[config.mk]
export PLATFORM = sky130hd
export DESIGN_NAME = ptso_trace
export DESIGN_NICKNAME = d
export VERILOG_FILES = /design/src/hw/ptso_pkg.sv /design/src/hw/ptso_bus_if.sv /design/src/hw/ptso_trace.sv /design/src/hw/ptso_bus_arb.sv
export SDC_FILE = /design/constraint.sdc
export NUM_CORES = 1
export LEC_CHECK = 0
export ABC_AREA = 1
export ABC_CLOCK_PERIOD_IN_PS = 1400
export BUFFER_PORTS_ARGS = -buffer_cell sky130_fd_sc_hd__buf_4
export CORE_ASPECT_RATIO = 0.9
export CORE_MARGIN = 4
export CORE_UTILIZATION = 25
export DETAILED_ROUTE_END_ITERATION = 12
export GPL_TIMING_DRIVEN = 1
export SLEW_MARGIN = 20
export SYNTH_ARGS = -nofsm -noshare
export SYNTH_HDL_FRONTEND = slang
export SYNTH_SLANG_ARGS = --single-unit
[constraint.sdc]
create_clock -name clk -period 1.4 [get_ports clk]
set_input_delay 0.35 -clock clk [delete_from_list [all_inputs] [get_ports clk]]
set_output_delay 0.35 -clock clk [all_outputs]
set_load 0.01 [all_outputs]
[src/hw/ptso_pkg.sv]
// Purpose: Shared constants and types of the trace status output block
// Assumes: Byte addresses on the register port, 32-bit register data
// Notes: Status codes are four-bit values shown on the status code port
package ptso_pkg;

    localparam int ADDR_W = 4;

    // Register byte offsets
    localparam logic [ADDR_W-1:0] OFS_DEBUG_CONFIG_STATUS_WORD = 4'h0;
    localparam logic [ADDR_W-1:0] OFS_TRACE_STATUS = 4'h4;

    // Field positions of the config word
    localparam int FLD_MODE_LSB = 0;
    localparam int FLD_BRANCH_TARGET = 2;

    // Reset values
    localparam logic [1:0] RST_MODE = 2'h0;
    localparam logic RST_BRANCH_TARGET = 1'b0;

    // Operand display mode bits: bit 0 reads, bit 1 writes
    localparam int MODE_READ_BIT = 0;
    localparam int MODE_WRITE_BIT = 1;

    // Processor status codes
    localparam logic [3:0] PSC_IDLE = 4'h0;
    localparam logic [3:0] PSC_SEQ = 4'h1;
    localparam logic [3:0] PSC_TAKEN = 4'h5;
    localparam logic [3:0] PSC_BYTE1 = 4'h8;
    localparam logic [3:0] PSC_BYTE2 = 4'h9;
    localparam logic [3:0] PSC_BYTE3 = 4'hA;
    localparam logic [3:0] PSC_BYTE4 = 4'hB;

    typedef enum logic [3:0] {
        CLS_PLAIN = 4'h0,
        CLS_BCOND = 4'h1,
        CLS_BRANCH = 4'h2,
        CLS_CALL = 4'h3,
        CLS_BITMOD = 4'h4,
        CLS_BITTEST = 4'h5,
        CLS_RMW = 4'h6,
        CLS_RDREG = 4'h7,
        CLS_CLEAR = 4'h8
    } ptso_class_type;

    typedef enum logic [1:0] {
        SZ_BYTE = 2'h0,
        SZ_WORD = 2'h1,
        SZ_LONG = 2'h2
    } ptso_size_type;

    typedef enum logic [1:0] {
        ARB_IDLE = 2'b00,
        ARB_WAIT = 2'b01,
        ARB_XFER = 2'b11,
        ARB_REL = 2'b10
    } ptso_arb_state_type;

    typedef enum logic {
        TS_IDLE = 1'b0,
        TS_EMIT = 1'b1
    } ptso_trace_state_type;

endpackage : ptso_pkg

[src/hw/ptso_bus_if.sv]
// Purpose: Debug memory command path between trace top and bus arbiter
// Assumes: One clock domain
// Notes: Local bus outputs are flops inside the arbiter
`timescale 1ns/1ps
interface ptso_bus_if;
    logic req;
    logic we;
    logic [31:0] addr;
    logic [31:0] wdata;
    logic done;
    logic busy;
    logic [31:0] rdata;
    logic fetch_stall;
    logic bus_own;
    logic [31:0] lb_addr;
    logic [31:0] lb_wdata;
    logic lb_we;

    modport arb (
        input req, we, addr, wdata,
        output done, busy, rdata, fetch_stall, bus_own, lb_addr, lb_wdata, lb_we
    );
    modport host (
        output req, we, addr, wdata,
        input done, busy, rdata, fetch_stall, bus_own, lb_addr, lb_wdata, lb_we
    );
endinterface : ptso_bus_if

[src/hw/ptso_trace.sv]
// Purpose: Per-instruction status codes and trace data nibbles, plus debug bus access
// Assumes: Core presents one retired instruction per accepted cycle
// Notes: Data nibbles leave least significant first, one per clock
//
// Chosen here: the register addresses and strobed register access.
`timescale 1ns/1ps
module ptso_trace
    import ptso_pkg::*;
(
    input wire logic clk,
    input wire logic rst,
    input wire logic [ADDR_W-1:0] reg_addr,
    input wire logic [31:0] reg_wdata,
    input wire logic reg_wr,
    input wire logic reg_rd,
    output logic [31:0] reg_rdata,
    input wire logic instr_valid,
    output logic instr_ready,
    input wire logic [3:0] instr_class,
    input wire logic instr_taken,
    input wire logic src_is_mem,
    input wire logic dst_is_mem,
    input wire logic [1:0] op_size,
    input wire logic [31:0] src_data,
    input wire logic [31:0] dst_data,
    input wire logic [31:0] target_addr,
    input wire logic [1:0] target_size,
    input wire logic [3:0] breakpoint_status_field,
    output logic [3:0] processor_status_code,
    output logic [3:0] trace_data_port,
    input wire logic cmd_valid,
    input wire logic cmd_write,
    input wire logic [31:0] cmd_addr,
    input wire logic [31:0] cmd_wdata,
    output logic cmd_done,
    output logic [31:0] cmd_rdata,
    input wire logic core_bus_idle,
    input wire logic [31:0] lb_rdata,
    output logic fetch_stall,
    output logic dbg_bus_own,
    output logic [31:0] lb_addr,
    output logic [31:0] lb_wdata,
    output logic lb_we
);

    typedef struct packed {
        ptso_trace_state_type st;
        logic ready;
        logic [3:0] psc;
        logic [3:0] tdp;
        logic last;
        logic idx;
        logic [2:0] nib;
        logic [1:0][3:0] code;
        logic [1:0][31:0] data;
        logic [1:0] mode;
        logic branch_target_display_enable;
        logic [31:0] rdata;
    } ptso_trace_reg_type;

    ptso_trace_reg_type q;
    ptso_trace_reg_type d;
    ptso_class_type cls;
    ptso_bus_if bus ();

    assign cls = ptso_class_type'(instr_class);

    // Operand code from access size
    function automatic logic [3:0] size_code(input logic [1:0] sz);
        case (sz)
            SZ_BYTE: size_code = PSC_BYTE1;
            SZ_WORD: size_code = PSC_BYTE2;
            default: size_code = PSC_BYTE4;
        endcase
    endfunction : size_code

    // Index of the last nibble of an entry carrying this code
    function automatic logic [2:0] last_nib(input logic [3:0] c);
        case (c)
            PSC_BYTE1: last_nib = 3'd1;
            PSC_BYTE2: last_nib = 3'd3;
            PSC_BYTE3: last_nib = 3'd5;
            default: last_nib = 3'd7;
        endcase
    endfunction : last_nib

    always_comb begin
        logic [1:0] n;
        logic show_tgt;
        logic show_src;
        logic show_dst;
        logic [31:0] shifted;
        n = 2'd0;
        show_tgt = 1'b0;
        show_src = 1'b0;
        show_dst = 1'b0;
        shifted = '0;
        d = q;
        d.psc = PSC_IDLE;
        d.tdp = breakpoint_status_field;
        d.rdata = '0;
        if (reg_wr && reg_addr == OFS_DEBUG_CONFIG_STATUS_WORD) begin
            d.mode = reg_wdata[FLD_MODE_LSB +: 2];
            d.branch_target_display_enable = reg_wdata[FLD_BRANCH_TARGET];
        end
        if (reg_rd) begin
            case (reg_addr)
                OFS_DEBUG_CONFIG_STATUS_WORD:
                    d.rdata = {29'h0, q.branch_target_display_enable, q.mode};
                OFS_TRACE_STATUS:
                    d.rdata = {26'h0, bus.busy, q.st == TS_EMIT, breakpoint_status_field};
                default: d.rdata = '0;
            endcase
        end
        case (q.st)
            TS_IDLE: begin
                if (instr_valid) begin
                    case (cls)
                        CLS_BCOND: d.psc = instr_taken ? PSC_TAKEN : PSC_SEQ;
                        CLS_BRANCH, CLS_CALL: d.psc = PSC_TAKEN;
                        default: d.psc = PSC_SEQ;
                    endcase
                    show_tgt = q.branch_target_display_enable && (cls == CLS_BRANCH
                        || cls == CLS_CALL || (cls == CLS_BCOND && instr_taken));
                    show_src = src_is_mem && q.mode[MODE_READ_BIT] && (cls == CLS_BITMOD
                        || cls == CLS_BITTEST || cls == CLS_RMW || cls == CLS_RDREG);
                    show_dst = dst_is_mem && q.mode[MODE_WRITE_BIT] && (cls == CLS_BITMOD
                        || cls == CLS_RMW || cls == CLS_CLEAR || cls == CLS_CALL);
                    if (show_tgt) begin
                        d.code[n[0]] = target_size == 2'd0 ? PSC_BYTE2 :
                            (target_size == 2'd1 ? PSC_BYTE3 : PSC_BYTE4);
                        d.data[n[0]] = target_addr;
                        n = n + 2'd1;
                    end
                    if (show_src && !show_tgt) begin
                        d.code[n[0]] = (cls == CLS_BITMOD || cls == CLS_BITTEST) ?
                            PSC_BYTE1 : size_code(op_size);
                        d.data[n[0]] = src_data;
                        n = n + 2'd1;
                    end
                    if (show_dst) begin
                        d.code[n[0]] = cls == CLS_BITMOD ? PSC_BYTE1 :
                            (cls == CLS_CALL ? PSC_BYTE4 : size_code(op_size));
                        d.data[n[0]] = dst_data;
                        n = n + 2'd1;
                    end
                    if (n != 2'd0) begin
                        d.st = TS_EMIT;
                        d.ready = 1'b0;
                        d.last = n[1];
                        d.idx = 1'b0;
                        d.nib = 3'd0;
                    end
                end
            end
            TS_EMIT: begin
                shifted = q.data[q.idx] >> {q.nib, 2'b00};
                d.psc = q.nib == 3'd0 ? q.code[q.idx] : PSC_IDLE;
                d.tdp = shifted[3:0];
                if (q.nib == last_nib(q.code[q.idx])) begin
                    d.nib = 3'd0;
                    d.idx = 1'b1;
                    if (q.idx == q.last) begin
                        d.st = TS_IDLE;
                        d.ready = 1'b1;
                    end
                end else begin
                    d.nib = q.nib + 3'd1;
                end
            end
            default: begin
                d.st = TS_IDLE;
                d.ready = 1'b1;
            end
        endcase
    end

    always_ff @(posedge clk) begin
        if (rst) begin
            q <= '0;
            q.ready <= 1'b1;
            q.mode <= RST_MODE;
            q.branch_target_display_enable <= RST_BRANCH_TARGET;
        end else begin
            q <= d;
        end
    end

    // Commands pass straight through; the arbiter latches them when idle
    assign bus.req = cmd_valid;
    assign bus.we = cmd_write;
    assign bus.addr = cmd_addr;
    assign bus.wdata = cmd_wdata;

    ptso_bus_arb u_arb (
        .clk(clk),
        .rst(rst),
        .bus(bus),
        .core_bus_idle(core_bus_idle),
        .lb_rdata(lb_rdata)
    );

    assign reg_rdata = q.rdata;
    assign instr_ready = q.ready;
    assign processor_status_code = q.psc;
    assign trace_data_port = q.tdp;
    assign cmd_done = bus.done;
    assign cmd_rdata = bus.rdata;
    assign fetch_stall = bus.fetch_stall;
    assign dbg_bus_own = bus.bus_own;
    assign lb_addr = bus.lb_addr;
    assign lb_wdata = bus.lb_wdata;
    assign lb_we = bus.lb_we;

    logic accept;
    logic was_idle;
    assign accept = instr_valid && instr_ready;
    assign was_idle = q.st == TS_IDLE;

    property p_plain_alone;
        @(posedge clk) disable iff (rst)
        accept && cls == CLS_PLAIN |=> processor_status_code == PSC_SEQ && instr_ready;
    endproperty
    a_plain_alone: assert property (p_plain_alone) else $error("plain op not single code");

    property p_bcond;
        @(posedge clk) disable iff (rst)
        accept && cls == CLS_BCOND |=>
            processor_status_code == ($past(instr_taken) ? PSC_TAKEN : PSC_SEQ);
    endproperty
    a_bcond: assert property (p_bcond) else $error("wrong conditional branch code");

    property p_call_head;
        @(posedge clk) disable iff (rst)
        accept && (cls == CLS_CALL || cls == CLS_BRANCH) |=> processor_status_code == PSC_TAKEN;
    endproperty
    a_call_head: assert property (p_call_head) else $error("branch head not taken code");

    property p_idle_breakpoint_status_field;
        @(posedge clk) disable iff (rst)
        // The port still holds its reset value in the first cycle after reset
        !$past(rst) && $past(was_idle) |-> trace_data_port == $past(breakpoint_status_field);
    endproperty
    a_idle_breakpoint_status_field: assert property (p_idle_breakpoint_status_field) else $error("idle port lacks breakpoint status");

    property p_reg_src_silent;
        @(posedge clk) disable iff (rst)
        accept && cls == CLS_RDREG && !src_is_mem |=> instr_ready;
    endproperty
    a_reg_src_silent: assert property (p_reg_src_silent) else $error("register operand traced");

    property p_bit_test;
        @(posedge clk) disable iff (rst)
        accept && cls == CLS_BITTEST && src_is_mem && q.mode[MODE_READ_BIT] |=>
            processor_status_code == PSC_SEQ ##1 processor_status_code == PSC_BYTE1
            ##1 instr_ready;
    endproperty
    a_bit_test: assert property (p_bit_test) else $error("bit test entry wrong");

    property p_long_read;
        @(posedge clk) disable iff (rst)
        accept && cls == CLS_RDREG && src_is_mem && q.mode[MODE_READ_BIT]
            && op_size == SZ_LONG |=> ##1 processor_status_code == PSC_BYTE4 ##7 instr_ready;
    endproperty
    a_long_read: assert property (p_long_read) else $error("long source entry wrong");

    property p_write_mode_off;
        @(posedge clk) disable iff (rst)
        accept && cls == CLS_CLEAR && !q.mode[MODE_WRITE_BIT] |=> instr_ready;
    endproperty
    a_write_mode_off: assert property (p_write_mode_off) else $error("write shown while off");

    property p_bit_modify;
        @(posedge clk) disable iff (rst)
        accept && cls == CLS_BITMOD && src_is_mem && dst_is_mem && q.mode == 2'h3 |=>
            processor_status_code == PSC_SEQ ##1 processor_status_code == PSC_BYTE1
            ##2 processor_status_code == PSC_BYTE1 ##1 instr_ready;
    endproperty
    a_bit_modify: assert property (p_bit_modify) else $error("bit modify entries wrong");

endmodule : ptso_trace

[src/hw/ptso_bus_arb.sv]
// Purpose: Borrows the core local bus for one debug memory cycle
// Assumes: Core raises core_bus_idle once fetch is stalled and its cycle ends
// Notes: Requests arriving while busy are ignored
`timescale 1ns/1ps
module ptso_bus_arb
    import ptso_pkg::*;
(
    input wire logic clk,
    input wire logic rst,
    ptso_bus_if.arb bus,
    input wire logic core_bus_idle,
    input wire logic [31:0] lb_rdata
);

    typedef struct packed {
        ptso_arb_state_type st;
        logic stall;
        logic own;
        logic we_out;
        logic we;
        logic done;
        logic [31:0] addr;
        logic [31:0] wdata;
        logic [31:0] rdata;
    } ptso_arb_reg_type;

    ptso_arb_reg_type q;
    ptso_arb_reg_type d;

    always_comb begin
        d = q;
        d.done = 1'b0;
        case (q.st)
            ARB_IDLE: begin
                if (bus.req) begin
                    d.stall = 1'b1;
                    d.we = bus.we;
                    d.addr = bus.addr;
                    d.wdata = bus.wdata;
                    d.st = ARB_WAIT;
                end
            end
            ARB_WAIT: begin
                // A loop inside one longword may keep the core busy forever
                if (core_bus_idle) begin
                    d.own = 1'b1;
                    d.we_out = q.we;
                    d.st = ARB_XFER;
                end
            end
            ARB_XFER: begin
                d.own = 1'b0;
                d.we_out = 1'b0;
                d.stall = 1'b0;
                d.done = 1'b1;
                if (!q.we) begin
                    d.rdata = lb_rdata;
                end
                d.st = ARB_REL;
            end
            ARB_REL: begin
                d.st = ARB_IDLE;
            end
            default: begin
                d.st = ARB_IDLE;
            end
        endcase
    end

    always_ff @(posedge clk) begin
        if (rst) begin
            q <= '0;
        end else begin
            q <= d;
        end
    end

    assign bus.done = q.done;
    assign bus.busy = (q.st != ARB_IDLE);
    assign bus.rdata = q.rdata;
    assign bus.fetch_stall = q.stall;
    assign bus.bus_own = q.own;
    assign bus.lb_addr = q.addr;
    assign bus.lb_wdata = q.wdata;
    // Own flop rather than a gate, so the pin cannot glitch between owned cycles
    assign bus.lb_we = q.we_out;

    property p_own_under_stall;
        @(posedge clk) disable iff (rst) q.own |-> q.stall;
    endproperty
    a_own_under_stall: assert property (p_own_under_stall) else $error("bus owned without stall");

    property p_own_needs_idle;
        @(posedge clk) disable iff (rst) $rose(q.own) |-> $past(core_bus_idle);
    endproperty
    a_own_needs_idle: assert property (p_own_needs_idle) else $error("bus taken while core busy");

    property p_single_cycle;
        @(posedge clk) disable iff (rst) q.own |=> !q.own && !q.stall && q.done;
    endproperty
    a_single_cycle: assert property (p_single_cycle) else $error("bus not returned to core");

    property p_grant_on_idle;
        @(posedge clk) disable iff (rst) q.st == ARB_WAIT && core_bus_idle |=> q.own;
    endproperty
    a_grant_on_idle: assert property (p_grant_on_idle) else $error("idle core bus not taken");

endmodule : ptso_bus_arb

# Yosys cells after proc, flatten, opt, wreduce, memory -nomap -nowiden

Index checks and enable logic that the tools add are counted.

Muxes and demuxes: 71
Order comparisons: 5
Reduce and logical (&&, ||, !) cells: 40
Add/subtract/negate cells: 3
Shift operators: 1
Bitwise gates (word level): 3
Equality and inequality tests: 25

Operator list:

| operator                                                         | number |
|---|---|
| 72-bit two-way mux                                               | 4 |
| 32-bit two-way mux                                               | 7 |
| 64-bit bitwise mux                                               | 2 |
| 4-bit two-way mux                                                | 19 |
| 76-bit two-way mux                                               | 1 |
| 32-bit demux with 1-bit select                                   | 2 |
| 32-bit by 5-bit right shift with 4-bit output                    | 1 |
| 2-bit two-way mux                                                | 14 |
| 6-bit one-hot mux with 2 select lines                            | 2 |
| 4-bit by 3-bit == test with 1-bit output (second input constant) | 5 |
| 8-bit bitwise mux                                                | 2 |
| 4-bit == test (second input constant)                            | 4 |
| 2-bit AND reduction                                              | 7 |
| 3-bit two-way mux                                                | 4 |
| 1-bit logical AND                                                | 10 |
| 3-bit one-hot mux with 3 select lines                            | 1 |
| 4-bit demux with 1-bit select                                    | 2 |
| 4-bit by 2-bit == test with 1-bit output (second input constant) | 2 |
| 1-bit logical OR                                                 | 8 |
| 2-bit one-hot mux with 2 select lines                            | 2 |
| 2-bit one-hot mux with 4 select lines                            | 1 |
| 4-bit one-hot mux with 2 select lines                            | 1 |
| 2-bit nonzero test                                               | 4 |
| 2-bit by 1-bit == test with 1-bit output (second input constant) | 3 |
| 22 further kinds                                                 | 40 |

Output and inout port bits: 141
Word-level logic and storage cells: 171
Flip-flop bits (word level): 225
Input port bits: 251

# Logic depth before layout (Yosys ltp)

Word-level depth: 19
Depth in mapped cells: 11
Depth with buffers taken out: 10

# By module

A second synthesis with hierarchy kept.

Cell total of the unflattened synthesis: 1659
Area, all modules: 10759.1 um2

By module, submodules not included:

| module       | sequential area each (um2) | instances | cells each | area each (um2) |
|---|---|---|---|---|
| ptso_trace   | 1921.8                     | 1         | 907        | 5655.4 |
| ptso_bus_arb | 2062.0                     | 1         | 752        | 5103.6 |

# Worst setup path before layout

Ideal clock, no wire load.

Path kind: register to register
From: register q[107] (netlist name)
To: register q[108] (netlist name)
Cell stages (with the launch flop): 9
Buffers on the path: 2
Slack: -0.057 ns
Setup time: 0.132 ns
Data required time: 1.268 ns
Arrival time: 1.325 ns
Path through: dfxtp_1 buf_4 clkinv_1 buf_2 ha_1 nand2_1 inv_1 nand2_1 a21oi_1

Word-level cells in the longest chain between the ends: 3
Elaborated cells between the ends (all ways): 4
Classes of those cells: add/sub: 1; eq/ne: 1; mux: 2

Ends and longest elaborated chain:

| what                                                                    | line                                 | RTL |
|---|---|---|
| start: declaration                                                      | ptso_trace.sv:61                     | `ptso_trace_reg_type q;` |
| 3-bit by 1-bit adder with 3-bit output or 3-bit == test (tied branches) | ptso_trace.sv:168, ptso_trace.sv:160 |  |
| 3-bit two-way mux (*)                                                   | ptso_trace.sv:160                    | `if (q.nib == last_nib(q.code[q.idx])) begin` |
| 4-bit one-hot mux with 2 select lines (*)                               | ptso_trace.sv:115                    | `case (q.st)` |

Mark *: on every way between the ends. The rest lies on a longest branch, timed or not.
A chain may end at the register's enable or synchronous reset.

# Worst setup path after layout

From: register q[33] (netlist name)
To: register q[85] (netlist name)

Word-level cells in the longest chain between the ends: 12
Elaborated cells between the ends (all ways): 16
Classes of those cells: order compare: 2; mux: 10; reduce/logical: 4

Ends and longest elaborated chain:

| what                                                                                                                             | line              | RTL |
|---|---|---|
| 1-bit logical AND (*) (2 in series)                                                                                              | ptso_trace.sv:125 | `show_src = src_is_mem && q.mode[MODE_READ_BIT] && (cls == CLS_BITMOD` |
| 1-bit logical AND (*)                                                                                                            | ptso_trace.sv:135 | `if (show_src && !show_tgt) begin` |
| 2-bit two-way mux                                                                                                                | ptso_trace.sv:135 |  |
| 2-bit two-way mux                                                                                                                | ptso_trace.sv:117 | `if (instr_valid) begin` |
| 2-bit two-way mux                                                                                                                | ptso_trace.sv:115 |  |
| 1-bit by 2-bit less-than comparator with 1-bit output (implied by the code) or 1-bit greater-or-equal comparator (tied branches) | ptso_trace.sv:144 | `d.data[n[0]] = dst_data;` |
| 1-bit logical AND (implied by the code)                                                                                          | ptso_trace.sv:144 |  |
| 32-bit two-way mux (implied by the code)                                                                                         | ptso_trace.sv:144 |  |
| 32-bit demux with 1-bit select                                                                                                   | ptso_trace.sv:144 |  |
| 64-bit bitwise mux                                                                                                               | ptso_trace.sv:144 |  |
| 72-bit two-way mux (*)                                                                                                           | ptso_trace.sv:141 | `if (show_dst) begin` |

Mark *: on every way between the ends. The rest lies on a longest branch, timed or not. The select of a mux whose other input is x is not followed.

==> flow_metrics.tcl <==
set metrics [dict create \
    status "finished, violations left" \
    violations "setup timing" \
    crit_fanout 7 \
    drv_cap 0 \
    die_w_um 217.2 \
    drc_errors 0 \
    worstHoldStart "lb_rdata[27]" \
    grt_first_pass_wirelength_mm 49.46 \
    drive_gt1_share_pct 35.01 \
    r2r_cells 8 \
    finalHoldViolations 0 \
    initial_utilization_pct 25.49 \
    antenna_found_initial 0 \
    num_rows 68 \
    rsz0062_at_grt "yes" \
    worst_slack_ps -55.99 \
    end_kind "flop" \
    wl_per_cell_um 15.82 \
    power_switching_w 0.003486 \
    power.leakage_nw 6.407 \
    clockBufferDepth 2 \
    r2r_end "q[85]" \
    final.min_clock_period_ps 1456 \
    hold_path_depth 3 \
    drt_pass1_iterations 5 \
    grt_max_degree 55 \
    grt_overflow_total 0 \
    p_int_w 0.009490 \
    ys_seq_area_share_pct 40.46 \
    io_buffers 336 \
    worstHoldEndpoint "u_arb.bus.rdata[27]" \
    synth_ff_type "dfxtp_1" \
    r2r-start "q[33]" \
    cp.arrival_ps 1840 \
    fin_area_sq_mm 0.01418 \
    setup_viol 32 \
    post_dp_cell_area_sq_mm 0.01249 \
    synth_largest_area_cell "dfxtp_1" \
    grt_util_all_layers_pct 14.51 \
    ir_worst_vdd_uv 733.5 \
    syn_to_final_growth_pct 43.99 \
    sw_frac_of_total_pct 26.87 \
    period_share_pct 104.0 \
    synth_cell_type_count 28 \
    avgSynthCellArea_sq_um 6.768 \
    grt_pass1_vias 9210 \
    power_frac_comb_pct 13.7 \
    cts_sinks 199 \
    hold_class "primary input to flop" \
    cts_max_level 4 \
    critPathKind "flop to flop" \
    clock_skew_ps 10.96 \
    core_area_sq_mm 0.03863 \
    viasPerCell 4.423 \
    synth_edf_count 0 \
    drtIter0Drc 650 \
    fmax_ghz 0.6868 \
    ys_ff_latch 199 \
    detail-route-antenna-nets 0 \
    clkPwrFrac_pct 40.3 \
    synthArstFlopShare_pct 0 \
    vias 9966 \
    critPathRequiredTime_ps 1790 \
    cts_buffers 17 \
    seqCellArea_sq_mm 0.003993 \
    insertedDiodeCount 0 \
    die_h_um 196.3 \
    finalMaxSlewViolations 0 \
    sequentialPowerShare_pct 46.0 \
    fin_util_pct 36.71 \
    netlist_top_cells_area "dfxtp_1, nor2_1, buf_4, nand2_1, o21ai_0" \
    fin_nets 1968 \
    clk_latency_ps 460 \
    cts_tree "yes" \
    dieArea_sq_mm 0.04263 \
    synth_cells 1455 \
    synth_top_area_share_pct 40.46 \
    gp_congestion 0.8383 \
    synth_area_sq_mm 0.009847 \
    multi_input_area_sq_mm 0.004664 \
    pin_count 392 \
    path_clk_slew_ps 80 \
    cellPowerDensity_mw_per_mm2 915.2 \
    filler_cell_count 4075 \
    yosysWarnings 0 \
    root_buffer "clkbuf_16" \
    hpwl_mm 24.21 \
    cp-start-kind "flop" \
    finalWirelength_mm 35.65 \
    r2r_setup_slack_ps -60 \
]
[power groups by stage]
| stage | Clock, W | Combinational, W | Sequential, W |
|---|---|---|---|
| 3_3_place_gp | 0 | 0.00172 | 0.00609 |
| 3_5_place_dp | 0 | 0.00174 | 0.00610 |
| 4_1_cts | 0.00540 | 0.00175 | 0.00596 |
| 2_1_floorplan | 0 | 0.000980 | 0.00607 |
| 5_1_grt | 0.00561 | 0.00195 | 0.00599 |
| 6_report | 0.00523 | 0.00178 | 0.00596 |
[worst max path at each step]
stage | slack [ps] | start | to
floorplan | 5 | instr_class[1] | q[89]
global placement | -280 | instr_class[1] | q[35]
detailed placement | -330 | instr_class[3] | q[84]
CTS | -30 | q[110] | trace_data_port[1]
global route | -130 | q[110] | q[121]
finish | -60 | q[33] | q[85]
[kinds of logic after synthesis]
family	Yosys count	share of synthesized area, %
xor+xnor	1	0.08896
simple gates	700	29.05
compound gates	232	11.96
fa+ha+maj	2	0.2541
other cells	1	0.03808
buf+inv	320	18.16
flops	199	40.46
[metal layers]
layer / wire, um / part of all wire (%) / vias up / track usage, %
li1: - / - / 4974 / -
met1: 16200 / 45 / 4596 / 19.71
met2: 16430 / 46 / 362 / 23.03
met3: 2449 / 6.9 / 34 / 3.485
met4: 565 / 1.6 / 0 / 4.145
met5: 0 / 0 / - / 0
[per-stage QoR]
| stage | hold slack, ps | TNS, ps | instances | power [W] | setup slack [ps] |
|---|---|---|---|---|---|
| 2_1_floorplan | 415.1 | 0 | 1480 | 0.007053 | 4.594 |
| 3_3_place_gp | 424.9 | -18450 | 2193 | 0.007811 | -278.8 |
| 3_5_place_dp | 432.0 | -21050 | 2193 | 0.007836 | -331.3 |
| 4_1_cts | 77.86 | -71.53 | 2227 | 0.01311 | -31.46 |
| 5_1_grt | 82.95 | -4382 | 2253 | 0.01355 | -125.4 |
| 6_report | 110.1 | -601.2 | 2253 | 0.01298 | -55.99 |
[Yosys cell counts, types with 3 or more instances]
cell	number
nor3_1	8
dfxtp_1	199
o21ai_0	142
o211ai_1	6
nand4_1	6
clkbuf_1	41
buf_4	147
buf_2	28
inv_1	94
a21oi_1	81
nand2_1	231
buf_1	3
nor2_1	319
inv_2	5
nand3_1	126
[registers in the layout, indices dropped and copies added (netlist names)]
| signal | flops |
|---|---|
| processor_status_code | 4 |
| u_arb.bus.rdata | 32 |
| instr_ready | 1 |
| u_arb.q | 3 |
| reg_rdata | 6 |
| u_arb.bus.bus_own | 1 |
| u_arb.bus.lb_we | 1 |
| trace_data_port | 4 |
| u_arb.bus.fetch_stall | 1 |
| u_arb.bus.lb_wdata | 32 |
| q | 81 |
| u_arb.bus.done | 1 |
| u_arb.bus.lb_addr | 32 |
[repair_timing]
action | in CTS | in global routing
buffers inserted | 1 | 11
cloned | 1 | 15
pin swaps | 4 | 58
hold buffers | 0 | 0
resized for setup | 31 | 159
setup endpoints to repair | 13 | 137
[layout make-up]
| cell class | count | area share, % |
|---|---|---|
| tap | 525 | 4.633 |
| clock inverter | 15 | 1.297 |
| timing repair buffer | 435 | 27.26 |
| clock buffer | 17 | 3.000 |
| inverter | 101 | 2.753 |
| sequential | 199 | 28.16 |
| multi-input combinational | 961 | 32.90 |
[cell usage in the layout, fill, tap and decap left out, types with 7 or more instances in the layout]
cell	Yosys	final
buf_4	147	381
nor2_1	319	311
nand2_1	231	210
dfxtp_1	199	194
o21ai_0	142	106
inv_1	94	91
nand3_1	126	89
a21oi_1	81	67
nand3_2	1	38
o21ai_2	0	31
clkbuf_16	0	28
conb_1	1	26
buf_12	0	24
nand2_2	2	18
a21oi_2	0	14
buf_6	0	13
inv_2	5	7
nand2_4	2	7
nor3_1	8	7
nor2_2	1	7
[worst max-delay path: stages (launching register included)]
cell and delay (ps):
dfxtp_1 350, nand3_2 130, nand2_4 130, nand2_4 80
nor2_4 150, buf_6 170, clkbuf_16 190, o21ai_2 50
a21oi_1 120
No activity file was read; power rests on OpenSTA's default activity.
